## src/verilog/rog_pkg.sv

```systemverilog
// Package of constants for the random octet gate with online health test
package rog_pkg;
    localparam int ROG_OCTET_W = 8;
    localparam int ROG_FIFO_DEPTH = 4;
    // Start-up test window in raw bits
    localparam int ROG_STARTUP_BITS = 1024;
    // Periodic test window in raw bits
    localparam int ROG_WINDOW_BITS = 1024;
    localparam int ROG_CNT_W = 11;
    // Repetition limit: longest tolerated run of equal raw bits
    localparam int ROG_RUN_LIMIT = 32;
    localparam int ROG_RUN_W = 6;
    // Monobit bounds over one window (ones count)
    localparam int ROG_ONES_LO = 448;
    localparam int ROG_ONES_HI = 576;
    // Reset values
    localparam logic ROG_PASS_RST = 1'b0;
    localparam logic ROG_FAIL_RST = 1'b0;
    typedef enum logic [1:0] {ROG_ST_STARTUP, ROG_ST_RUN, ROG_ST_FAIL} rog_state_t;
endpackage

```

## src/verilog/rog_gate.sv

```systemverilog
// Random octet gate: raw-bit health tests, octet packing, gated output
`timescale 1ns/1ps
`default_nettype none
module rog_gate
    import rog_pkg::*;
(
    input wire logic core_clk,
    input wire logic rst_b,
    input wire logic raw_valid,
    input wire logic raw_bit,
    input wire logic retest,
    output logic rnd_valid,
    input wire logic rnd_ready,
    output logic [rog_pkg::ROG_OCTET_W-1:0] rnd_octet,
    output logic test_pass,
    output logic test_fail
);
    rog_state_t state_r, state_nxt;
    logic [ROG_CNT_W-1:0] bitcnt_r, bitcnt_nxt;
    logic [ROG_CNT_W-1:0] ones_r, ones_nxt;
    logic [ROG_RUN_W-1:0] run_r, run_nxt;
    logic last_r, last_nxt;
    logic [ROG_OCTET_W-1:0] sh_r, sh_nxt;
    logic [2:0] nb_r, nb_nxt;
    logic oct_v_r, oct_v_nxt;
    logic pass_r, pass_nxt;
    logic fail_r, fail_nxt;
    logic win_end, stuck, ones_bad, f_valid, f_flush, out_en, take_bit;
    logic [ROG_OCTET_W-1:0] f_data;
    logic [ROG_CNT_W-1:0] ones_now;

    ////////////////////////////////////////////////////////////////////////
    // Raw bit accepted only outside the lock-out
    function automatic logic bit_taken(input logic vld, input rog_state_t st);
        return vld && (st != ROG_ST_FAIL);
    endfunction

    // Window length per phase; start-up and periodic may differ
    // Both must stay a multiple of the octet width to keep octets aligned
    function automatic int window_len(input rog_state_t st);
        return (st == ROG_ST_STARTUP) ? ROG_STARTUP_BITS : ROG_WINDOW_BITS;
    endfunction

    // Shared by the health tests and the packer so both see the same bits
    assign take_bit = bit_taken(raw_valid, state_r);

    ////////////////////////////////////////////////////////////////////////
    // Health test counters and verdict
    always_comb begin
        state_nxt = state_r;
        bitcnt_nxt = bitcnt_r;
        ones_nxt = ones_r;
        run_nxt = run_r;
        last_nxt = last_r;
        pass_nxt = pass_r;
        fail_nxt = fail_r;
        ones_now = ones_r + ROG_CNT_W'(raw_bit);
        win_end = 1'b0;
        stuck = 1'b0;
        ones_bad = 1'b0;
        if (take_bit) begin
            // Window counting from the first bit
            last_nxt = raw_bit;
            if (bitcnt_r != '0 && raw_bit == last_r) begin
                run_nxt = run_r + 1'b1;
            end else begin
                run_nxt = '0;
            end
            // Run count restarts with each window, so a window start never trips it
            stuck = (32'(run_r) + 1 >= ROG_RUN_LIMIT) && bitcnt_r != '0
                && raw_bit == last_r;
            win_end = (32'(bitcnt_r) + 1 == window_len(state_r));
            ones_bad = win_end && (32'(ones_now) < ROG_ONES_LO
                || 32'(ones_now) > ROG_ONES_HI);
            if (win_end) begin
                bitcnt_nxt = '0;
                ones_nxt = '0;
            end else begin
                bitcnt_nxt = bitcnt_r + 1'b1;
                ones_nxt = ones_now;
            end
            if (stuck || ones_bad) begin
                // Defect: lock up and drop verdict at once
                state_nxt = ROG_ST_FAIL;
                pass_nxt = 1'b0;
                fail_nxt = 1'b1;
            end else if (win_end) begin
                // Pass is granted only at window end
                state_nxt = ROG_ST_RUN;
                pass_nxt = 1'b1;
            end
        end
        // Retest leaves the lock-out and starts a fresh start-up window
        if (retest && state_r == ROG_ST_FAIL) begin
            state_nxt = ROG_ST_STARTUP;
            fail_nxt = 1'b0;
            bitcnt_nxt = '0;
            ones_nxt = '0;
            run_nxt = '0;
        end
    end

    // Health state registers
    always_ff @(posedge core_clk) begin
        if (!rst_b) begin
            state_r <= ROG_ST_STARTUP;
            bitcnt_r <= '0;
            ones_r <= '0;
            run_r <= '0;
            last_r <= 1'b0;
            pass_r <= ROG_PASS_RST;
            fail_r <= ROG_FAIL_RST;
        end else begin
            state_r <= state_nxt;
            bitcnt_r <= bitcnt_nxt;
            ones_r <= ones_nxt;
            run_r <= run_nxt;
            last_r <= last_nxt;
            pass_r <= pass_nxt;
            fail_r <= fail_nxt;
        end
    end

    ////////////////////////////////////////////////////////////////////////
    // Octet packer; a full FIFO drops whole octets, the tests still see every bit
    always_comb begin
        sh_nxt = sh_r;
        nb_nxt = nb_r;
        oct_v_nxt = 1'b0;
        if (take_bit) begin
            sh_nxt = {sh_r[ROG_OCTET_W-2:0], raw_bit};
            nb_nxt = nb_r + 3'h1;
            oct_v_nxt = (nb_r == 3'h7);
        end
        // Defect drops the partial octet
        if (f_flush) begin
            nb_nxt = '0;
            oct_v_nxt = 1'b0;
        end
    end

    // Packer registers
    always_ff @(posedge core_clk) begin
        if (!rst_b) begin
            sh_r <= '0;
            nb_r <= '0;
            oct_v_r <= 1'b0;
        end else begin
            sh_r <= sh_nxt;
            nb_r <= nb_nxt;
            oct_v_r <= oct_v_nxt;
        end
    end

    ////////////////////////////////////////////////////////////////////////
    // Flush buffered octets on any defect so none escape
    // Taken from the next state so the defect bit's own edge already clears
    assign f_flush = (state_nxt == ROG_ST_FAIL);
    // Output opens only in run after a passed window
    assign out_en = pass_r && state_r == ROG_ST_RUN && !f_flush;

    // Four-word buffer between packer and output
    rog_fifo #(.WIDTH(ROG_OCTET_W), .DEPTH(ROG_FIFO_DEPTH)) u_fifo (
        .core_clk(core_clk),
        .rst_b(rst_b),
        .flush(f_flush),
        .in_valid(oct_v_r),
        .in_ready(), // Full FIFO drops octets
        .in_data(sh_r),
        .out_valid(f_valid),
        .out_ready(out_en && (!rnd_valid || rnd_ready)),
        .out_data(f_data)
    );

    ////////////////////////////////////////////////////////////////////////
    // Registered output stage
    logic rv_r, rv_nxt;
    logic [ROG_OCTET_W-1:0] ro_r, ro_nxt;
    // Next output: load when empty or being taken
    always_comb begin
        rv_nxt = rv_r;
        ro_nxt = ro_r;
        if (rnd_ready) begin
            rv_nxt = 1'b0;
        end
        if (out_en && f_valid && (!rv_r || rnd_ready)) begin
            rv_nxt = 1'b1;
            ro_nxt = f_data;
        end
        // A defect empties the output in the same edge
        if (f_flush) begin
            rv_nxt = 1'b0;
        end
    end

    // Output registers
    always_ff @(posedge core_clk) begin
        if (!rst_b) begin
            rv_r <= 1'b0;
            ro_r <= '0;
        end else begin
            rv_r <= rv_nxt;
            ro_r <= ro_nxt;
        end
    end

    ////////////////////////////////////////////////////////////////////////
    // Ports straight from registers
    assign rnd_valid = rv_r;
    assign rnd_octet = ro_r;
    assign test_pass = pass_r;
    assign test_fail = fail_r;
endmodule
`default_nettype wire

```

## src/verilog/rog_fifo.sv

```systemverilog
// Small synchronous FIFO with valid/ready on both sides
`timescale 1ns/1ps
`default_nettype none
module rog_fifo #(
    parameter int WIDTH = 8,
    parameter int DEPTH = 4
) (
    input wire logic core_clk,
    input wire logic rst_b,
    input wire logic flush,
    input wire logic in_valid,
    output logic in_ready,
    input wire logic [WIDTH-1:0] in_data,
    output logic out_valid,
    input wire logic out_ready,
    output logic [WIDTH-1:0] out_data
);
    localparam int AW = $clog2(DEPTH);
    logic [WIDTH-1:0] mem_r [DEPTH];
    logic [WIDTH-1:0] mem_nxt [DEPTH];
    logic [AW-1:0] wp_r, wp_nxt, rp_r, rp_nxt;
    logic [AW:0] cnt_r, cnt_nxt;
    logic [WIDTH-1:0] dout_r, dout_nxt;
    logic push, pop;

    ////////////////////////////////////////////////////////////////////////
    // Next state of pointers and storage
    always_comb begin
        push = in_valid && in_ready;
        pop = out_valid && out_ready;
        wp_nxt = wp_r;
        rp_nxt = rp_r;
        cnt_nxt = cnt_r;
        mem_nxt = mem_r;
        if (push) begin
            mem_nxt[wp_r] = in_data;
            wp_nxt = AW'((32'(wp_r) + 1) % DEPTH);
        end
        if (pop) begin
            rp_nxt = AW'((32'(rp_r) + 1) % DEPTH);
        end
        if (push && !pop) begin
            cnt_nxt = cnt_r + 1'b1;
        end else if (pop && !push) begin
            cnt_nxt = cnt_r - 1'b1;
        end
        if (flush) begin
            wp_nxt = '0;
            rp_nxt = '0;
            cnt_nxt = '0;
        end
        dout_nxt = mem_nxt[rp_nxt];
    end

    assign in_ready = (32'(cnt_r) < DEPTH);
    assign out_valid = (cnt_r != '0);
    assign out_data = dout_r;

    // Register stage; read data comes from a register
    always_ff @(posedge core_clk) begin
        if (!rst_b) begin
            wp_r <= '0;
            rp_r <= '0;
            cnt_r <= '0;
            dout_r <= '0;
        end else begin
            wp_r <= wp_nxt;
            rp_r <= rp_nxt;
            cnt_r <= cnt_nxt;
            dout_r <= dout_nxt;
        end
        mem_r <= mem_nxt;
    end
endmodule
`default_nettype wire

```

## config.mk

```make
export PLATFORM = sky130hd
export DESIGN_NAME = rog_gate
export DESIGN_NICKNAME = d
export VERILOG_FILES = /design/src/verilog/rog_pkg.sv /design/src/verilog/rog_gate.sv /design/src/verilog/rog_fifo.sv
export SDC_FILE = /design/constraint.sdc
export NUM_CORES = 1
export LEC_CHECK = 0
export BUFFER_PORTS_ARGS = -buffer_cell sky130_fd_sc_hd__buf_4
export CAP_MARGIN = 15
export CORE_MARGIN = 2
export CORE_UTILIZATION = 30
export DETAILED_ROUTE_END_ITERATION = 10
export GPL_TIMING_DRIVEN = 0
export SYNTH_ARGS = -nofsm -noshare
export SYNTH_HDL_FRONTEND = slang
export SYNTH_SLANG_ARGS = --single-unit
```

## constraint.sdc

```tcl
create_clock -name core_clk -period 4.1 [get_ports core_clk]
set_input_delay 0.615 -clock core_clk [delete_from_list [all_inputs] [get_ports core_clk]]
set_output_delay 0.615 -clock core_clk [all_outputs]
set_load 0.03 [all_outputs]
```

==> results.cfg <==
[status]
outcome = finished, final reports clean

[placed_design]
gp_congestion = 0.819
port_buffers = 16
dp_cells = 672
hpwl_um = 6750

[drt]
drt_iter0_drc = 183
drc = 0
via_per_inst = 4.96
dr_total_vias = 3414
avgRoutedWirePerCell_um = 14.1
wl_um = 9670
ant_nets = 0
first_pass_iters = 5

[timing]
finalHoldViolations = 0
tightestPinTransition_ns = 0.579
period_share_pct = 91.6
max_slew_margin_pct = 61.2
period_minus_slack_ns = 3.75
setup_viol = 0
fmax_ghz = 0.266
whs_ns = 0.467
rsz0062_at_grt = false
setup_tns_ns = 0
clock_skew_ns = 0.00826
final_max_slew_viol_count = 0

[min_path]
hp-class = reg2reg
worstHoldStart = nb_r[1]
whs_path_depth = 2

[global_routing]
gr-usage-met1_pct = 16.3
track_usage_pct = 12.6
overflow = 0
grt_pass1_wl_um = 16200
antenna_found_initial = 0
grt_max_degree = 20
top_usage_layer = met2
met2_usage_pct = 20.6
use_met3_pct = 2.70
first_global_vias = 3272

[cts]
clk_pin_slew_ns = 0.07
post-cts-setup-buffer-count = 0
hold_buffers = 0
cts_root_buf = clkbuf_16
clock_latency_ns = 0.35
numCtsBuffers = 9
cts_tree = done
cts.repair.resized = 0
h-tree-depth = 3
clockBufferDepth = 2
cts_sinks = 100

[yosys]
synth_most_common_cell = dfxtp_1
synth_cell_types = 58
yosysWarnings = 0
syn_area_um2 = 4500
yosys.area.top_type_share_pct = 44.5
synth_seq_cells = 100
syn_inst = 472
synth_common_cells = dfxtp_1, nor2_1, nand2_1
synth_async_sr_flop_share_pct = 0
ys_seq_area_share_pct = 44.5
syn-num-nets = 491
yosys.area.top_type = dfxtp_1
yosys_most_used_dff = dfxtp_1
synth_edf_count = 0
avgSynthCellArea_um2 = 9.53
synth_area_leaders = dfxtp_1, mux2_2, nor2_1, nand2_1, a21oi_1

[worst_setup_path]
worst-setup-path-type = in2reg
critPathCaptureType = register
startpoint = raw_bit
cp_num_buf_inv = 3
cp_cell_sequence = buf_4 -> ha_1 -> ha_1 -> and3_1 -> and2_1 -> and3_1 -> xor2_1 -> a311oi_4 -> o21ai_0 -> buf_2 -> ha_1 -> inv_1 -> fa_1 -> xor2_1 -> nor2_1 -> xnor2_1 -> nor2_1
crit_slowest_cell = fa_1
crit_arrival_ns = 3.98
crit_top_cell = ha_1
crit_family = adder cells
path_depth = 17
path_max_fanout = 9
crit_path_start_kind = input pin
r2r_cells = 16
cp_slowest_stage_delay_ns = 0.38
crit_required_ns = 4.32
r2r-start = ones_r[0]

[finish]
n_antenna_cell = 0
area_growth_pct = 14.8
fin_util_pct = 35.4
num-nets-final = 518
instances_no_fill = 688
nFillCells = 1427
drive_above_1_share_pct = 18.1

[pwr]
power_density_nw_per_um2 = 375
power.total_mw = 1.93
ir_drop_mv = 0.181
power.leakage_nw = 2.04

[floorplan]
initial_core_util_pct = 30.8
fp.dieArea_um2 = 16000
core-area_um2 = 14600
rows = 44
ios = 17
die_h_um = 126
die_w_um = 126

[run]
maxCapViolations = 0
==> metal layers <==
metal	routed length [um]	vias up
met1	4600	1650
met5	0	-
met3	257	6
li1	-	1713
met2	4710	45
met4	109	0
==> stage by stage <==
stage | worst slack [ns] | instance area (um2)
3_5_place_dp | 0.00838 | 4850
3_3_place_gp | 0.0862 | 4850
6_report | 0.345 | 5170
2_1_floorplan | 0.576 | 4500
5_1_grt | 0.0382 | 5170
4_1_cts | 0.377 | 5170
==> path summary, 6_finish.rpt <==
| kind | endpoint | slack, ns |
|---|---|---|
| setup / recovery | u_fifo.cnt_r[2] | 0.35 |
| setup reg to reg | u_fifo.cnt_r[2] | 0.38 |
| hold reg to reg | nb_r[1] | 0.47 |
| hold / removal | nb_r[1] | 0.47 |
==> logic make-up (layout without fill, tap and decap cells) <==
kind of cell / count (synthesis) / count (layout) / share of synthesized area, %
adder cells (fa/ha/maj): 13 / 13 / 3.78
AO/OA/AOI/OAI: 78 / 78 / 11.2
XOR/XNOR: 22 / 22 / 4.28
flip-flops: 100 / 100 / 44.5
AND/OR/NAND/NOR: 169 / 169 / 18.5
buffers and inverters: 32 / 64 / 3.34
multiplexers: 58 / 58 / 14.4
==> report_power, final <==
group	switching (mW)	internal, mW	total (mW)
logic	0.0420	0.0180	0.0600
clock network	0.401	0.489	0.891
registers	0.00757	0.977	0.984
total	0.451	1.48	1.93
==> sequential cells by signal (all words and copies together), names as in the netlist, 2 cells and up <==
register / cells
bitcnt_r: 11
nb_r: 3
ones_r: 11
rnd_octet: 8
run_r: 6
sh_r: 8
state_r: 2
u_fifo.cnt_r: 3
u_fifo.mem_r: 32
u_fifo.out_data: 8
u_fifo.rp_r: 2
u_fifo.wp_r: 2
==> placed cells by master, fill, tap and decap left out, types with 3 or more instances in the layout <==
cell / n
nand2b_1: 4
dfxtp_1: 100
buf_2: 5
mux2_1: 7
inv_6: 3
xor2_1: 15
nor3_1: 6
a21oi_1: 34
nand4_1: 7
buf_4: 16
mux2_2: 40
nand2_1: 51
a22o_1: 8
buf_6: 3
and4_1: 4
or3_1: 5
nor2b_1: 4
clkbuf_1: 15
nand3b_1: 7
o21ai_0: 16
and3_1: 3
nor4_1: 4
inv_1: 7
mux2i_1: 9
nand3_1: 9
nor2_1: 52
clkbuf_16: 9
ha_1: 12
xnor2_1: 7
==> area by class of cell <==
type | instances | area, um2 | area share (%)
Sequential cell | 100 | 2000 | 38.8
Clock buffer | 9 | 225 | 4.36
Timing Repair Buffer | 16 | 120 | 2.33
Tap cell | 184 | 230 | 4.46
Inverter | 8 | 30.0 | 0.581
Clock inverter | 7 | 91.3 | 1.77
Buffer | 24 | 120 | 2.33
Multi-Input combinational cell | 340 | 2350 | 45.4
==> tightest hold or removal path: stages (launching register included) <==
cell and delay (ns):
dfxtp_1 0.32, nand2_1 0.05, a21oi_1 0.06
(Power assumes the default switching activity.)
